[config.mk]
export PLATFORM = sky130hd
export DESIGN_NAME = spi_master_slave_core
export DESIGN_NICKNAME = d
export VERILOG_FILES = /design/src/rtl/spi_core_pkg.sv /design/src/rtl/sck_rate_divider.sv /design/src/rtl/byte_fifo.sv /design/src/rtl/spi_master_slave_core.sv
export SDC_FILE = /design/constraint.sdc
export NUM_CORES = 1
export LEC_CHECK = 0
export ABC_AREA = 1
export BUFFER_PORTS_ARGS = -buffer_cell sky130_fd_sc_hd__buf_2
export CAP_MARGIN = 20
export CORE_MARGIN = 2
export CORE_UTILIZATION = 56
export CTS_BUF_LIST = sky130_fd_sc_hd__clkbuf_16
export CTS_CLUSTER_SIZE = 16
export DETAILED_ROUTE_END_ITERATION = 16
export PLACE_DENSITY = 0.9
export SLEW_MARGIN = 30
export SYNTH_ARGS = -nofsm -noshare
export SYNTH_HDL_FRONTEND = slang
export SYNTH_SLANG_ARGS = --single-unit
[constraint.sdc]
create_clock -name clk -period 3.3 [get_ports clk]
set_input_delay 0.165 -clock clk [delete_from_list [all_inputs] [get_ports clk]]
set_output_delay 0.165 -clock clk [all_outputs]
set_load 0.05 [all_outputs]
[src/rtl/spi_core_pkg.sv]
// shared constants for the byte serial port core
package spi_core_pkg;

   // control register field positions
   localparam int CR_IRQ_ENABLE_POS = 7;
   localparam int CR_PORT_ENABLE_POS = 6;
   localparam int CR_RATE2_POS = 5;
   localparam int CR_CONTROLLER_POS = 4;
   localparam int CR_IDLE_LEVEL_POS = 3;
   localparam int CR_CAPTURE_PHASE_POS = 2;
   localparam int CR_RATE1_POS = 1;
   localparam int CR_RATE0_POS = 0;

   // control/status register field positions
   localparam int CSR_DONE_POS = 7;
   localparam int CSR_COLLISION_POS = 6;
   localparam int CSR_OVERRUN_POS = 5;
   localparam int CSR_FAULT_POS = 4;
   localparam int CSR_OUTPUT_DISABLE_POS = 2;
   localparam int CSR_SOFT_MANAGE_POS = 1;
   localparam int CSR_SOFT_LEVEL_POS = 0;

   // reset values
   localparam logic [7:0] CR_RESET = 8'h00;
   localparam logic [7:0] CSR_RESET = 8'h00;
   localparam logic [7:0] DATA_RESET = 8'h00;

   // rate codes {rate2, rate1, rate0}
   localparam logic [2:0] RATE_DIV4 = 3'h4;
   localparam logic [2:0] RATE_DIV8 = 3'h0;
   localparam logic [2:0] RATE_DIV16 = 3'h1;
   localparam logic [2:0] RATE_DIV32 = 3'h6;
   localparam logic [2:0] RATE_DIV64 = 3'h2;
   localparam logic [2:0] RATE_DIV128 = 3'h3;

   // half periods of the serial clock in cpu clocks
   localparam int HALF_PERIOD_WIDTH = 7;
   localparam logic [6:0] HALF_DIV4 = 7'h02;
   localparam logic [6:0] HALF_DIV8 = 7'h04;
   localparam logic [6:0] HALF_DIV16 = 7'h08;
   localparam logic [6:0] HALF_DIV32 = 7'h10;
   localparam logic [6:0] HALF_DIV64 = 7'h20;
   localparam logic [6:0] HALF_DIV128 = 7'h40;

   // transfer framing
   localparam int BYTE_BITS = 8;
   localparam logic [3:0] LAST_BIT = 4'h7;
   localparam logic [4:0] LAST_HALF = 5'h0F;
   localparam int RX_FIFO_DEPTH = 4;

   // controller sequencer states
   typedef enum logic [2:0] {
      CTL_IDLE = 3'b001,
      CTL_WAIT_ROOM = 3'b010,
      CTL_SHIFT = 3'b100
   } ctl_state_type;

endpackage

[src/rtl/sck_rate_divider.sv]
// one-cycle tick every half period of the controller serial clock
`timescale 1ns/100ps
`default_nettype none
module sck_rate_divider
   import spi_core_pkg::*;
#(
   parameter int WIDTH = HALF_PERIOD_WIDTH
) (
   // clock and reset
   input wire logic clk,
   input wire logic resetn,
   // control
   input wire logic run,
   input wire logic [WIDTH-1:0] half_period,
   // output
   output logic tick
);

   generate
      if (WIDTH < 2) begin : g_bad_width
         $error("sck_rate_divider: WIDTH must be at least 2");
      end
   endgenerate

   logic [WIDTH-1:0] count;
   logic [WIDTH-1:0] next_count;
   wire at_end = (count == (half_period - WIDTH'(1)));

   // restart from zero whenever stopped so the first half period is full length
   assign next_count = (!run || at_end) ? '0 : count + WIDTH'(1);
   assign tick = run && at_end;

   always_ff @(posedge clk or negedge resetn) begin
      if (!resetn) begin
         count <= '0;
      end else begin
         count <= next_count;
      end
   end

endmodule // sck_rate_divider
`default_nettype wire

[src/rtl/byte_fifo.sv]
// small first-in first-out buffer with valid/ready on both sides
`timescale 1ns/100ps
`default_nettype none
module byte_fifo #(
   parameter int WIDTH = 8,
   parameter int DEPTH = 4
) (
   // clock and reset
   input wire logic clk,
   input wire logic resetn,
   // fill side
   input wire logic in_valid,
   input wire logic [WIDTH-1:0] in_data,
   output logic in_ready,
   // drain side
   output logic out_valid,
   output logic [WIDTH-1:0] out_data,
   input wire logic out_ready
);

   localparam int PTR_W = (DEPTH > 1) ? $clog2(DEPTH) : 1;

   generate
      if (DEPTH < 2 || (DEPTH & (DEPTH - 1)) != 0) begin : g_bad_depth
         $error("byte_fifo: DEPTH must be a power of two of at least 2");
      end
   endgenerate

   logic [WIDTH-1:0] mem [DEPTH];
   logic [PTR_W-1:0] wr_ptr;
   logic [PTR_W-1:0] rd_ptr;
   logic [PTR_W:0] level;

   wire push = in_valid && in_ready;
   wire pop = out_valid && out_ready;

   assign in_ready = (level < (PTR_W+1)'(DEPTH));
   assign out_valid = (level != '0);
   assign out_data = mem[rd_ptr];

   always_ff @(posedge clk) begin
      if (push) begin
         mem[wr_ptr] <= in_data;
      end
   end

   always_ff @(posedge clk or negedge resetn) begin
      if (!resetn) begin
         wr_ptr <= '0;
         rd_ptr <= '0;
         level <= '0;
      end else begin
         if (push) begin
            wr_ptr <= wr_ptr + PTR_W'(1);
         end
         if (pop) begin
            rd_ptr <= rd_ptr + PTR_W'(1);
         end
         if (push && !pop) begin
            level <= level + (PTR_W+1)'(1);
         end else if (pop && !push) begin
            level <= level - (PTR_W+1)'(1);
         end
      end
   end

endmodule // byte_fifo
`default_nettype wire

[src/rtl/spi_master_slave_core.sv]
// byte serial port core, controller or target role, with flags and low-power handling
// Notes on behaviour
// - controller role needs internal select high all byte, else role and enable drop
// - controller data write loads shift register, drives clock, sends msb first
// - byte end sets done flag; interrupt when enabled and processor mask clear
// - done flag clears by status access while set, then data read or write
// - data writes ignored while done flag set until status has been read
// - target role: match clock settings, clear role bit, set port enable
// - target takes outside clock, sends loaded byte msb first on target output
// - idle level and capture phase choose capture edge, same in both roles
// - select low in controller role: fault flag, drop enable and role bits
// - fault flag clears by status read while set, then control write
// - while faulted, setting enable and role refused outside clearing sequence
// - byte end with done set: overrun flag, buffer keeps first byte
// - data write during transfer discarded, collision flag set, no interrupt
// - received byte copied to buffer; data reads never disturb shifting
// - wait keeps running and wakes; halt drops software access and stops the controller; a target selected at entry keeps shifting
// - halt wake only from done flag in target role with select low at entry
// - done, fault and overrun events share one interrupt line, each gated by enable and mask
// - idle level zero idles clock low, one idles it high
// - phase zero captures on first transition, phase one on second
// - controller rate bits give divide by 4 to 128, ignored in target role
`timescale 1ns/100ps
`default_nettype none
module spi_master_slave_core
   import spi_core_pkg::*;
#(
   parameter int FIFO_DEPTH = RX_FIFO_DEPTH
) (
   // clock and reset
   input wire logic clk,
   input wire logic resetn,
   // software access strobes
   input wire logic cr_write,
   input wire logic [7:0] cr_wdata,
   input wire logic csr_write,
   input wire logic [7:0] csr_wdata,
   input wire logic csr_read,
   input wire logic dr_write,
   input wire logic [7:0] dr_wdata,
   input wire logic dr_read,
   // software read data
   output logic [7:0] cr_rdata,
   output logic [7:0] csr_rdata,
   output logic [7:0] dr_rdata,
   // processor state
   input wire logic cpu_irq_mask,
   input wire logic wait_mode,
   input wire logic halt_mode,
   output logic irq,
   output logic wake_request,
   // serial pins
   input wire logic sck_in,
   output logic sck_out,
   output logic sck_oe,
   input wire logic mosi_in,
   output logic mosi_out,
   output logic mosi_oe,
   input wire logic miso_in,
   output logic miso_out,
   output logic miso_oe,
   input wire logic ss_n_in,
   // received byte stream
   output logic [7:0] rx_stream_data,
   output logic rx_stream_valid,
   input wire logic rx_stream_ready
);

   // control register bits
   logic irq_enable_bit;
   logic port_enable_bit;
   logic controller_role_bit;
   logic clock_idle_level;
   logic clock_capture_phase;
   logic [2:0] rate_divider_select;
   // control/status register bits
   logic output_disable_bit;
   logic select_soft_manage;
   logic select_soft_level;
   logic transfer_done_flag;
   logic write_collision_flag;
   logic overrun_flag;
   logic mode_fault_flag;
   // clearing sequence state
   logic done_armed;
   logic done_status_read;
   logic collision_armed;
   logic fault_armed;
   // shift engine
   ctl_state_type state;
   ctl_state_type next_state;
   logic [7:0] shifter;
   logic [7:0] rx_buffer;
   logic out_bit;
   logic cap_bit;
   logic [3:0] bit_count;
   logic [4:0] half_count;
   logic sck_reg;
   logic sck_prev;
   // low power
   logic halt_prev;
   logic halt_select_low;

   // registers are frozen against software in halt, so software strobes are dropped there
   wire cr_wr = cr_write && !halt_mode;
   wire csr_wr = csr_write && !halt_mode;
   wire csr_rd = csr_read && !halt_mode;
   wire dr_wr = dr_write && !halt_mode;
   wire dr_rd = dr_read && !halt_mode;
   wire csr_access = csr_wr || csr_rd;
   wire dr_access = dr_wr || dr_rd;

   wire select_n = select_soft_manage ? select_soft_level : ss_n_in;
   wire select_low = !select_n;
   wire controller_mode = port_enable_bit && controller_role_bit;
   wire target_enabled = port_enable_bit && !controller_role_bit;
   wire target_mode = target_enabled && select_low && (!halt_mode || halt_select_low);

   // selected half period of the generated clock
   wire [6:0] half_period = (rate_divider_select == RATE_DIV4) ? HALF_DIV4 :
                            (rate_divider_select == RATE_DIV8) ? HALF_DIV8 :
                            (rate_divider_select == RATE_DIV16) ? HALF_DIV16 :
                            (rate_divider_select == RATE_DIV32) ? HALF_DIV32 :
                            (rate_divider_select == RATE_DIV64) ? HALF_DIV64 :
                            HALF_DIV128;

   wire ctl_tick;
   wire ctl_run = (state == CTL_SHIFT) && !halt_mode;
   wire fifo_in_ready;

   sck_rate_divider #(
      .WIDTH(HALF_PERIOD_WIDTH)
   ) u_divider (
      .clk(clk),
      .resetn(resetn),
      .run(ctl_run),
      .half_period(half_period),
      .tick(ctl_tick)
   );

   // edge classification; leading edge leaves the idle level
   wire ctl_lead = ctl_tick && (sck_reg == clock_idle_level);
   wire ctl_trail = ctl_tick && (sck_reg != clock_idle_level);
   wire tgt_change = (sck_in != sck_prev);
   wire tgt_lead = target_mode && tgt_change && (sck_prev == clock_idle_level);
   wire tgt_trail = target_mode && tgt_change && (sck_prev != clock_idle_level);
   wire lead_edge = controller_role_bit ? ctl_lead : tgt_lead;
   wire trail_edge = controller_role_bit ? ctl_trail : tgt_trail;
   wire cap_edge = clock_capture_phase ? trail_edge : lead_edge;
   wire shift_edge = clock_capture_phase ? lead_edge : trail_edge;
   wire din = controller_role_bit ? miso_in : mosi_in;
   wire byte_done = cap_edge && (bit_count == LAST_BIT);
   wire [7:0] received = {shifter[6:0], din};

   // with phase clear the shift register is writable only while deselected
   wire tgt_busy = target_enabled && ((bit_count != 4'h0) ||
                                      (!clock_capture_phase && select_low));
   wire busy = (state != CTL_IDLE) || tgt_busy;
   wire dr_write_allowed = dr_wr && (!transfer_done_flag || done_status_read);
   wire collision = dr_write_allowed && busy;
   wire load = dr_write_allowed && !busy;

   // fault: own select pulled low while the role bit is set
   wire fault_set = controller_role_bit && select_low;
   wire fault_locked = mode_fault_flag && !fault_armed;

   wire done_clear = dr_access && done_armed;
   wire collision_clear = dr_access && collision_armed;
   wire fault_clear = cr_wr && fault_armed;

   // controller sequencer
   always_comb begin
      next_state = state;
      case (state)
         CTL_IDLE: begin
            if (load && controller_mode) begin
               next_state = CTL_WAIT_ROOM;
            end
         end
         CTL_WAIT_ROOM: begin
            // hold the start until the receive stream can take the byte
            if (fifo_in_ready) begin
               next_state = CTL_SHIFT;
            end
         end
         CTL_SHIFT: begin
            if (ctl_tick && half_count == LAST_HALF) begin
               next_state = CTL_IDLE;
            end
         end
         default: begin
            next_state = CTL_IDLE;
         end
      endcase
      if (fault_set || !controller_mode) begin
         next_state = CTL_IDLE;
      end
   end

   always_ff @(posedge clk or negedge resetn) begin
      if (!resetn) begin
         state <= CTL_IDLE;
         half_count <= 5'h00;
         sck_reg <= 1'b0;
      end else begin
         state <= next_state;
         if (state != CTL_SHIFT) begin
            half_count <= 5'h00;
            sck_reg <= clock_idle_level;
         end else if (ctl_tick) begin
            half_count <= half_count + 5'h01;
            sck_reg <= !sck_reg;
         end
      end
   end

   // shift engine shared by both roles
   always_ff @(posedge clk or negedge resetn) begin
      if (!resetn) begin
         shifter <= DATA_RESET;
         out_bit <= 1'b0;
         cap_bit <= 1'b0;
         bit_count <= 4'h0;
         sck_prev <= 1'b0;
      end else begin
         sck_prev <= sck_in;
         if (load) begin
            shifter <= dr_wdata;
            out_bit <= dr_wdata[7];
            bit_count <= 4'h0;
         end else if (byte_done) begin
            // the received byte goes back out unless software reloads; the last
            // bit holds through this capture edge, the echo msb follows on a shift edge
            shifter <= received;
            bit_count <= 4'h0;
         end else if (target_enabled && select_n && !halt_mode) begin
            bit_count <= 4'h0;
         end else begin
            if (cap_edge) begin
               cap_bit <= din;
               bit_count <= bit_count + 4'h1;
            end
            if (shift_edge && bit_count != 4'h0) begin
               shifter <= {shifter[6:0], cap_bit};
               out_bit <= shifter[6];
            end else if (shift_edge) begin
               // first shift edge of a byte presents the msb
               out_bit <= shifter[7];
            end
         end
      end
   end

   // control register
   always_ff @(posedge clk or negedge resetn) begin
      if (!resetn) begin
         irq_enable_bit <= CR_RESET[CR_IRQ_ENABLE_POS];
         port_enable_bit <= CR_RESET[CR_PORT_ENABLE_POS];
         controller_role_bit <= CR_RESET[CR_CONTROLLER_POS];
         clock_idle_level <= CR_RESET[CR_IDLE_LEVEL_POS];
         clock_capture_phase <= CR_RESET[CR_CAPTURE_PHASE_POS];
         rate_divider_select <= {CR_RESET[CR_RATE2_POS], CR_RESET[CR_RATE1_POS],
                                 CR_RESET[CR_RATE0_POS]};
      end else begin
         if (cr_wr) begin
            irq_enable_bit <= cr_wdata[CR_IRQ_ENABLE_POS];
            port_enable_bit <= cr_wdata[CR_PORT_ENABLE_POS] && !fault_locked;
            controller_role_bit <= cr_wdata[CR_CONTROLLER_POS] && !fault_locked;
            clock_idle_level <= cr_wdata[CR_IDLE_LEVEL_POS];
            clock_capture_phase <= cr_wdata[CR_CAPTURE_PHASE_POS];
            rate_divider_select <= {cr_wdata[CR_RATE2_POS], cr_wdata[CR_RATE1_POS],
                                    cr_wdata[CR_RATE0_POS]};
         end
         // the fault wins over a same-cycle write so the outputs stay blocked
         if (fault_set) begin
            port_enable_bit <= 1'b0;
            controller_role_bit <= 1'b0;
         end
      end
   end

   // control/status register, software fields
   always_ff @(posedge clk or negedge resetn) begin
      if (!resetn) begin
         output_disable_bit <= CSR_RESET[CSR_OUTPUT_DISABLE_POS];
         select_soft_manage <= CSR_RESET[CSR_SOFT_MANAGE_POS];
         select_soft_level <= CSR_RESET[CSR_SOFT_LEVEL_POS];
      end else if (csr_wr) begin
         output_disable_bit <= csr_wdata[CSR_OUTPUT_DISABLE_POS];
         select_soft_manage <= csr_wdata[CSR_SOFT_MANAGE_POS];
         select_soft_level <= csr_wdata[CSR_SOFT_LEVEL_POS];
      end
   end

   // status flags; a hardware set always beats a same-cycle clear
   always_ff @(posedge clk or negedge resetn) begin
      if (!resetn) begin
         transfer_done_flag <= CSR_RESET[CSR_DONE_POS];
         write_collision_flag <= CSR_RESET[CSR_COLLISION_POS];
         overrun_flag <= CSR_RESET[CSR_OVERRUN_POS];
         mode_fault_flag <= CSR_RESET[CSR_FAULT_POS];
         done_armed <= 1'b0;
         done_status_read <= 1'b0;
         collision_armed <= 1'b0;
         fault_armed <= 1'b0;
         rx_buffer <= DATA_RESET;
      end else begin
         if (byte_done) begin
            transfer_done_flag <= 1'b1;
         end else if (done_clear) begin
            transfer_done_flag <= 1'b0;
         end
         if (byte_done && !transfer_done_flag) begin
            rx_buffer <= received;
         end
         if (byte_done && transfer_done_flag) begin
            overrun_flag <= 1'b1;
         end else if (csr_rd) begin
            overrun_flag <= 1'b0;
         end
         if (done_clear || byte_done) begin
            done_armed <= 1'b0;
            done_status_read <= 1'b0;
         end else if (transfer_done_flag) begin
            done_armed <= done_armed || csr_access;
            done_status_read <= done_status_read || csr_rd;
         end
         if (collision) begin
            write_collision_flag <= 1'b1;
            collision_armed <= 1'b0;
         end else if (collision_clear) begin
            write_collision_flag <= 1'b0;
            collision_armed <= 1'b0;
         end else if (csr_rd && write_collision_flag) begin
            collision_armed <= 1'b1;
         end
         if (fault_set) begin
            mode_fault_flag <= 1'b1;
            fault_armed <= 1'b0;
         end else if (fault_clear) begin
            mode_fault_flag <= 1'b0;
            fault_armed <= 1'b0;
         end else if (csr_rd && mode_fault_flag) begin
            fault_armed <= 1'b1;
         end
      end
   end

   // select level is caught as halt is entered
   always_ff @(posedge clk or negedge resetn) begin
      if (!resetn) begin
         halt_prev <= 1'b0;
         halt_select_low <= 1'b0;
      end else begin
         halt_prev <= halt_mode;
         if (halt_mode && !halt_prev) begin
            halt_select_low <= select_low;
         end
      end
   end

   // receive stream; a full buffer stalls the controller start, a target cannot stall
   byte_fifo #(
      .WIDTH(BYTE_BITS),
      .DEPTH(FIFO_DEPTH)
   ) u_rx_fifo (
      .clk(clk),
      .resetn(resetn),
      .in_valid(byte_done),
      .in_data(received),
      .in_ready(fifo_in_ready),
      .out_valid(rx_stream_valid),
      .out_data(rx_stream_data),
      .out_ready(rx_stream_ready)
   );

   // interrupt and wake; collisions never interrupt
   wire any_event = transfer_done_flag || mode_fault_flag || overrun_flag;
   wire halt_wake = transfer_done_flag && halt_select_low && !controller_role_bit;
   assign irq = irq_enable_bit && any_event && !cpu_irq_mask;
   assign wake_request = irq_enable_bit && (halt_mode ? halt_wake :
                                            (wait_mode && any_event));

   // read data
   assign cr_rdata = {irq_enable_bit, port_enable_bit, rate_divider_select[2],
                      controller_role_bit, clock_idle_level, clock_capture_phase,
                      rate_divider_select[1:0]};
   assign csr_rdata = {transfer_done_flag, write_collision_flag, overrun_flag,
                       mode_fault_flag, 1'b0, output_disable_bit, select_soft_manage,
                       select_soft_level};
   assign dr_rdata = rx_buffer;

   // pins
   assign sck_out = sck_reg;
   assign sck_oe = controller_mode;
   assign mosi_out = out_bit;
   assign mosi_oe = controller_mode && !output_disable_bit;
   assign miso_out = out_bit;
   assign miso_oe = target_enabled && select_low && !output_disable_bit;

endmodule // spi_master_slave_core
`default_nettype wire

# After elaboration in Yosys (flattened, before gate mapping)
# Memory sizes are Yosys's and may differ from the RTL's.
# Index checks and enable logic that the tools add are counted.
[classes]
magnitude_cmp = 1
n_eq_ne = 23
reduce_logical = 100
n_mux = 61
bitwise_logic = 3
n_addsub = 8
[ops]
columns = ["cell", "count"]
rows = [
  ["$logic_and A1 B1 Y1", 51],
  ["$mux W7", 6],
  ["$mux W1", 38],
  ["$mux W8", 4],
  ["$mux W3", 6],
  ["$logic_not A1 Y1", 16],
  ["$mux W4", 4],
  ["$reduce_bool A2 Y1", 8],
  ["$reduce_bool A3 Y1", 5],
  ["$logic_or A1 B1 Y1", 13],
  ["$mux W5", 2],
  ["$eq A3 B3 Y1 const B", 3],
  ["$ne A3 B3 Y1 const B", 3],
  ["$pmux W3 S3", 1],
  ["$reduce_bool A4 Y1", 2],
  ["$add A7 B1 Y7 const B", 1],
  ["$eq A7 B7 Y1", 1],
  ["$sub A7 B1 Y7 const B", 1],
  ["$eq A3 B1 Y1 const B", 2],
  ["$eq A3 B2 Y1 const B", 2],
  ["$ne A3 B1 Y1 const B", 2],
  ["$reduce_and A3 Y1", 2],
  ["$add A5 B1 Y5 const B", 1],
  ["$eq A5 B4 Y1 const B", 1],
  ["15 further kinds", 21],
]
[totals]
register_bits = 67
word_cells = 229
mem_count = 1
ram_bits = 32
inputBits = 39
output_inout_bits = 41
[mem_list]
columns = ["name", "words", "width", "rd", "rd_clocked_by_memory_dff", "write_ports", "line_no", "source"]
rows = [
  ["u_rx_fifo.mem", 4, 8, 1, 0, 1, "byte_fifo.sv:29", "logic [WIDTH-1:0] mem [DEPTH];"],
]

# Depth between registers and ports, before layout
# Gate-level depths: netlist of the first run.
[depth]
depth_word = 18
ltp_mapped = 18
ltp_nobuf = 18

# Hierarchy
# From an unflattened synthesis of the first run, not the netlist that was laid out.
[hier_totals]
cells_unflattened = 592
hier_area_um2 = 5168.7
[by_module_without_submodules]
columns = ["module", "seq_area_each_um2", "n_inst", "cells_per_inst", "area_per_inst_um2"]
rows = [
  ["spi_master_slave_core", 1327.5, 1, 350, 2830.2],
  ["byte_fifo", 1136.1, 1, 148, 1711.6],
  ["sck_rate_divider", 175.2, 1, 94, 626.9],
]

# Worst setup path before layout of the first run
# Ideal clock, no wire load.
[synth_timing]
path_kind = "register -> register"
startpoint = "register rate_divider_select[1]"
endpoint = "register u_rx_fifo.level[2]"
arrival_time_ns = 2.748
setup_ns = 0.131
synth_period_minus_slack_ns = 2.879
t_required_ns = 3.169
setup_slack_ns = 0.421
stages_incl_launch_ff = 17
n_path_buf = 0
path_cell_list = "dfrtp_1 > inv_1 > nand3_1 > nand2_1 > nor3_4 > nand4_1 > nand3_2 > nand3_4 > clkinv_2 > nand2_2 > inv_1 > ha_1 > inv_1 > fa_1 > a21oi_1 > o21ai_0 > xor2_1"
[synth_between]
elab_chain_len = 17
elab_cells_between_ends = 25
classes_between = "add/sub (1); eq/ne (5); mux (9); reduce/logical (10)"
[synth_lines]
columns = ["element", "line_no", "source"]
rows = [
  ["start, declared", "spi_master_slave_core.sv:75", "logic [2:0] rate_divider_select;"],
  ["start signal, assigned", "spi_master_slave_core.sv:262", "rate_divider_select <= {CR_RESET[CR_RATE2_POS], CR_RESET[CR_RATE1_POS],"],
  ["start signal, assigned", "spi_master_slave_core.sv:271", "rate_divider_select <= {cr_wdata[CR_RATE2_POS], cr_wdata[CR_RATE1_POS],"],
  ["$eq A3 B2 Y1", "spi_master_slave_core.sv:124", "(rate_divider_select == RATE_DIV64) ? HALF_DIV64 :"],
  ["$mux W7", "spi_master_slave_core.sv:124", ""],
  ["$mux W7", "spi_master_slave_core.sv:123", "(rate_divider_select == RATE_DIV32) ? HALF_DIV32 :"],
  ["$mux W7", "spi_master_slave_core.sv:122", "(rate_divider_select == RATE_DIV16) ? HALF_DIV16 :"],
  ["$mux W7", "spi_master_slave_core.sv:121", "(rate_divider_select == RATE_DIV8) ? HALF_DIV8 :"],
  ["$mux W7 (*)", "spi_master_slave_core.sv:120", "wire [6:0] half_period = (rate_divider_select == RATE_DIV4) ? HALF_DIV4 :"],
  ["$sub A7 B1 Y7 (*)", "sck_rate_divider.sv:27", "wire at_end = (count == (half_period - WIDTH'(1)));"],
  ["$eq A7 B7 Y1 (*)", "sck_rate_divider.sv:27", ""],
  ["(+2 left out)", "n/a", ""],
  ["$mux W1, on equally long branches", "spi_master_slave_core.sv:147, spi_master_slave_core.sv:148", ""],
  ["$mux W1 (*)", "spi_master_slave_core.sv:149", "wire cap_edge = clock_capture_phase ? trail_edge : lead_edge;"],
  ["$logic_and A1 B1 Y1 (*)", "spi_master_slave_core.sv:152", "wire byte_done = cap_edge && (bit_count == LAST_BIT);"],
  ["$logic_and A1 B1 Y1 (*)", "byte_fifo.sv:34", "wire push = in_valid && in_ready;"],
  ["net u_rx_fifo.push", "byte_fifo.sv:34", ""],
  ["$logic_not A1 Y1", "byte_fifo.sv:61", "end else if (pop && !push) begin"],
  ["$logic_and A1 B1 Y1", "byte_fifo.sv:61", ""],
  ["$reduce_bool A2 Y1 (no source line)", "n/a", ""],
  ["end signal, assigned", "byte_fifo.sv:60", "level <= level + (PTR_W+1)'(1);"],
  ["end signal, assigned", "byte_fifo.sv:62", "level <= level - (PTR_W+1)'(1);"],
  ["end, declared", "byte_fifo.sv:32", "logic [PTR_W:0] level;"],
]
# The timed path passes the listed nets; every way through them passes the cells marked *.
# A chain may end at the register's enable or synchronous reset.

# Worst setup path after layout of the first run
# Same ends and word-level chain as after synthesis.

==> results of run 1 <==
## registers in the layout (all words and copies together), names as in the netlist, 2 cells and up
name and cells:
rate_divider_select 3, half_count 5, u_divider.count 7, u_rx_fifo.level 3
u_rx_fifo.mem 32, bit_count 4, state 3, shifter 8
u_rx_fifo.rd_ptr 2, dr_rdata 8, u_rx_fifo.wr_ptr 2
## critical path, cell delays in order, from the launching register on
cell,delay [ns]
dfrtp_1,0.43
inv_2,0.09
nand2_1,0.07
o21ai_1,0.15
nand2_1,0.10
nor2_4,0.16
nand4_1,0.18
nand3_2,0.16
nand3_4,0.13
clkinv_2,0.13
nand2_2,0.11
inv_1,0.12
ha_1,0.16
inv_1,0.08
fa_1,0.40
a21oi_1,0.15
o21ai_0,0.13
xor2_1,0.17
## cell usage in the layout (no fill, tap or decap), drive strengths merged
cell | netlist | routed
ha | 10 | 10
nor3b | 2 | 2
and2 | 2 | 2
clkinvlp | 0 | 1
clkbuf | 5 | 9
or2 | 1 | 1
nor3 | 8 | 8
buf | 18 | 82
nor2 | 48 | 48
fa | 1 | 1
o31ai | 1 | 1
nand2 | 115 | 115
o21ai | 61 | 61
nand3 | 34 | 34
inv | 65 | 70
dfrtp | 66 | 66
clkinv | 1 | 2
a22oi | 1 | 1
edfxtp | 32 | 32
xnor2 | 4 | 4
mux2 | 3 | 3
nand4 | 5 | 5
xor2 | 8 | 8
a21boi | 1 | 1
a21oi | 11 | 11
dfstp | 1 | 1
conb | 1 | 1
o22ai | 13 | 13
dlygate4sd3 | 0 | 2
a31oi | 1 | 1
## power by group
part           switching, mW  total, mW  internal (mW)
logic                   1.11       1.50          0.387
clock network          0.491       1.02          0.532
registers              0.214       1.71           1.50
## final cells by class
cell class | instances | area [sq um]
Tap cell | 105 | 131
Timing Repair Buffer | 84 | 453
Inverter | 66 | 249
Fill cell | 610 | 2730
Clock buffer | 9 | 225
Multi-Input combinational cell | 331 | 1770
Sequential cell | 99 | 2640
Clock inverter | 7 | 65.1
## cells by family after synthesis
logic type | Yosys count | synth area share [%]
compound gates | 89 | 10.6
simple gates | 215 | 20.1
xor+xnor | 12 | 2.18
other cells | 1 | 0.0779
fa+ha+maj | 11 | 3.02
mux | 3 | 0.702
flops | 99 | 54.9
buf+inv | 89 | 8.48
## per-stage QoR
step / worst slack [ns] / util [%] / hold slack (ns)
6_report: 0.240 / 67.0 / -0.00505
5_1_grt: 0.00126 / 67.0 / 0.00997
4_1_cts: 0.233 / 66.7 / 0.0129
3_5_place_dp: 0.302 / 62.9 / 0.313
3_3_place_gp: 0.495 / 62.9 / 0.305
2_1_floorplan: 0.421 / - / -0.131
## routing by layer
metal | up-vias | GRT usage [%]
li1 | 1834 | -
met5 | - | 0
met4 | 0 | 6.93
met3 | 20 | 5.42
met2 | 142 | 40.8
met1 | 1805 | 29.1
## repair_timing
action | CTS | global route
buffers inserted | 0 | 3
resized for setup | 0 | 2
hold endpoints to repair | 2 | 0
hold buffers | 2 | 0
endpoints found under the setup margin | 0 | 1
## worst paths after layout
kind                                       endpoint  slack, ns                   start
worst max register to register   u_rx_fifo.level[2]       0.24  rate_divider_select[1]
worst min-delay path            controller_role_bit     -0.005                  resetn
worst max-delay path             u_rx_fifo.level[2]       0.24  rate_divider_select[1]
worst min register to register              cap_bit       0.47                 cap_bit
min in group clk                     irq_enable_bit       0.01             cr_wdata[7]
max in group asynchronous       u_rx_fifo.wr_ptr[1]       2.72                  resetn
==> flow_summary.ini, run 1 <==
[route]
wl_met2_um = 5320
wl_um = 10400
wire_per_inst_um = 14.8
drt_iter0_markers = 188
ant_nets = 0
wl_met3_um = 687
vias = 3801
wl_met1_um = 4200
drc = 0
vias_per_cell = 5.42
first_pass_iters = 4
top_layer = met4

[place]
placed_cells = 680
placed_cell_area_sq_um = 5190
gp_congestion = 0.873
hpwl_um = 7290
portBuffers = 73

[floorplanning]
initial_utilization_pct = 58.3
row_count = 33
dieArea_sq_um = 9350
die_height_um = 96.7
die_w_um = 96.7
coreArea_sq_um = 8260
pin_count = 80

[global_routing]
track_usage_pct = 23.4
grt_pass1_wl_um = 17800
grt_pass1_vias = 3845
grt_overflow_total = 0
antenna_found_initial = 0
grt_max_degree = 68

[sta]
post-route-min-period_ns = 3.06
hold_viol = 3
hold_ws_ns = -0.00505
fin_crit_sh_pct = 92.7
maxSlewViolCount = 0
maxClockFrequency_ghz = 0.327
worstMarginPinSlew_ns = 0.853
setup_violations = 0
fin_skew_ns = 0.00776
grt_setup_unrepaired = no
slew_headroom_pct = 43.2
totalNegativeSetupSlack_ns = 0

[worst_setup_path]
ff2ff_path_depth = 17
cp_max_fo = 7
start_kind = flop
crit_required_ns = 3.51
path_class = flop to flop
crit_arrival_ns = 3.27
crit_path_end_kind = flop

[pwr]
leakage_nw = 2.63
vdd_ir_drop_max_v = 0.000454
finalPower_mw = 4.23
power_density_nw_per_um2 = 765

[finish]
areaGrowthSynthToFinish_pct = 15.0
antenna_cells = 0
fin_nets = 641
finalNonFillerCells = 701
fin_area_sq_um = 5530
drive_gt1_share_pct = 22.3

[cts]
htree_levels = 3
cts_tree = yes
cts_buffers = 9
cts_root_buf = clkbuf_16
clk_latency_ns = 0.34
cts_sinks = 99
clk_pin_slew_ns = 0.07
ctsLongestPathBuffers = 2

[yosys]
synth_common_cells = nand2_1, dfrtp_1, inv_1
yosysUniqueCellTypes = 40
synth_top_area_share_pct = 34.3
ys_ff_latch = 99
synth_flop_cell = dfrtp_1
synthesis.nets = 569
synth_area_leaders = dfrtp_1, edfxtp_1, nand2_1, o21ai_0, inv_1
yosys_warnings = 0
yosysMostFrequentCell = nand2_1
synth-edff-count = 32
async_flop_share_pct = 67.7
ys_seq_area_share_pct = 54.9
postSynthAreaPerCell_sq_um = 9.27
netlist_instances = 519
syn-cell-area_sq_um = 4810
yosys.area.top_type = dfrtp_1

[run_status]
violations = negative hold slack
status = complete, but fails checks

[job]
drv_cap = 0

[worst_hold_path]
min_path_type = input port to async pin
Note: power is estimated with default switching activity, not from simulation.
==> run 2, diff against run 1 <==
--- a/config.mk
+++ b/config.mk
@@ -9,11 +9,11 @@
 export BUFFER_PORTS_ARGS = -buffer_cell sky130_fd_sc_hd__buf_2
 export CAP_MARGIN = 20
 export CORE_MARGIN = 2
-export CORE_UTILIZATION = 56
-export CTS_BUF_LIST = sky130_fd_sc_hd__clkbuf_16
+export CORE_UTILIZATION = 58
+export CTS_BUF_LIST = sky130_fd_sc_hd__clkbuf_4 sky130_fd_sc_hd__clkbuf_8
 export CTS_CLUSTER_SIZE = 16
 export DETAILED_ROUTE_END_ITERATION = 16
-export PLACE_DENSITY = 0.9
+export PLACE_DENSITY = 0.93
 export SLEW_MARGIN = 30
 export SYNTH_ARGS = -nofsm -noshare
 export SYNTH_HDL_FRONTEND = slang
==> flow_summary.ini, run 2 (synthesis gave the netlist of run 1 again) <==
[finish]
mostFrequentLayoutCells = nand2_1, buf_2, dfrtp_1
layout_commonest_cell = nand2_1
areaGrowthSynthToFinish_pct = 13.7
drive_gt1_share_pct = 21.9
antenna_cells = 0
largest-register = u_rx_fifo.mem
fin_nets = 643
largest_reg_flops = 32
final.fill_count = 592
finalNonFillerCells = 703

[sta]
fin_skew_ns = 0.0141
maxSlewViolCount = 0
hold_viol = 0
worstMarginPinSlew_ns = 0.770
setup_violations = 0
timing.final.ws_setup_ns = 0.278
maxClockFrequency_ghz = 0.331
fin_crit_sh_pct = 91.6
slew_headroom_pct = 48.5
post-route-min-period_ns = 3.02

[place]
placed_cells = 679
portBuffers = 73
pre_cts_ws_ns = 0.329
gp_congestion = 0.904
hpwl_um = 7560

[cts]
cts_sinks = 99
cts_root_buf = clkbuf_8
ctsLongestPathBuffers = 2
clk_pin_slew_ns = 0.11
cts_tree = yes
clk_latency_ns = 0.38
cts_buffers = 9
htree_levels = 3

[global_routing]
antenna_found_initial = 0
grt_pass1_wl_um = 17700
track_usage_pct = 25.6
grt_overflow_total = 0
grt_pass1_vias = 3869
grt_max_degree = 41

[floorplanning]
die_w_um = 95.1
die_height_um = 95.1
dieArea_sq_um = 9040
initial_utilization_pct = 59.1
coreArea_sq_um = 8130
row_count = 33
pin_count = 80

[route]
vias_per_cell = 5.48
drt_iter0_markers = 210
first_pass_iters = 5
wl_um = 10600
vias = 3854
wire_per_inst_um = 15.1
drc = 0
ant_nets = 0

[worst_setup_path]
crit_arrival_ns = 3.27
path_class = flop to flop
cp_max_fo = 7
ff2ff_path_depth = 17
reg2reg_setup_slack_ns = 0.28
crit_required_ns = 3.55
crit_path_end_kind = flop
regToRegEndpoint = u_rx_fifo.level[2]
start_kind = flop
r2r-start = rate_divider_select[1]

[pwr]
leakage_nw = 2.59
power_density_nw_per_um2 = 725
finalPower_mw = 3.96
vdd_ir_drop_max_v = 0.000426

[worst_hold_path]
hold_start = cr_wdata[2]
holdPathStages = 3
hold_end = clock_capture_phase
min_path_type = input port to flop

[job]
drv_cap = 0

[run_status]
status = finished, final reports clean
## run 2: cell count changes in the layout (fill, tap and decap cells not counted)
cell / change
nor3_1: -1
buf_4: -2
dlygate4sd3_1: +5
clkbuf_16: -9
nor3_2: +1
inv_6: -1
clkbuf_8: +9
inv_8: +1
buf_2: -1
## run 2: worst max-delay path by stage
stage	startpoint	to	slack (ns)	cells after the start
floorplan	rate_divider_select[1]	u_rx_fifo.level[2]	0.42	16
global placement	rate_divider_select[1]	u_rx_fifo.level[2]	0.50	17
detailed placement	rate_divider_select[1]	u_rx_fifo.level[2]	0.33	17
CTS	rate_divider_select[1]	u_rx_fifo.level[2]	0.28	17
global route	rate_divider_select[0]	u_rx_fifo.level[2]	-0.02	17
finish	rate_divider_select[1]	u_rx_fifo.level[2]	0.28	17
## run 2: what timing repair did
action | CTS | global route
hold buffers | 7 | 0
resized for setup | 0 | 3
endpoints found under the hold margin | 44 | 0
setup endpoints to repair | 0 | 1
setup buffers | 0 | 1
## run 2: layout make-up
cell class              instances  area [sq um]  area share, %
clock inverters                 7          67.6           1.24
inverters                      66           249           4.55
repair buffers                 86           483           8.83
clock buffers                   9           124           2.27
multi-input cells             331          1770           32.4
well taps                     105           131           2.40
flip-flops and latches         99          2640           48.3
## run 2: metal layers
| layer | wire, um | track usage (%) | vias up |
|---|---|---|---|
| met5 | 0 | 0 | - |
| met4 | 263 | 9.90 | 0 |
| met3 | 606 | 5.22 | 26 |
| met2 | 5560 | 45.7 | 144 |
| met1 | 4160 | 30.2 | 1850 |
| li1 | - | - | 1834 |
## run 2: through the flow
stage / cell area, sq um / hold slack (ns) / utilization (%) / setup TNS [ns]
CTS: 5450 / 0.00715 / 67.0 / 0
global route: 5470 / 0.00873 / 67.2 / -0.0228
floorplan: 4810 / -0.131 / - / 0
global placement: 5190 / 0.302 / 63.8 / 0
detailed placement: 5190 / 0.307 / 63.8 / 0
finish: 5470 / 0.0114 / 67.2 / 0
## run 2: worst max-delay path, cell delays in order (launching register included)
cell and delay (ns):
dfrtp_1 0.44, inv_2 0.11, nand2_1 0.09, nand2_1 0.08, nand3_1 0.11, nor3_4 0.20, nand4_1 0.17, nand3_2 0.15
nand3_4 0.13, clkinv_2 0.13, nand2_2 0.10, inv_1 0.12, ha_1 0.15, inv_1 0.07, fa_1 0.38, a21oi_1 0.16
o21ai_0 0.13, xor2_1 0.16
## run 2: power by group
group          internal (mW)  switching [mW]
Sequential              1.50           0.214
Combinational          0.390            1.10
Clock                  0.297           0.463
Total                   2.18            1.78
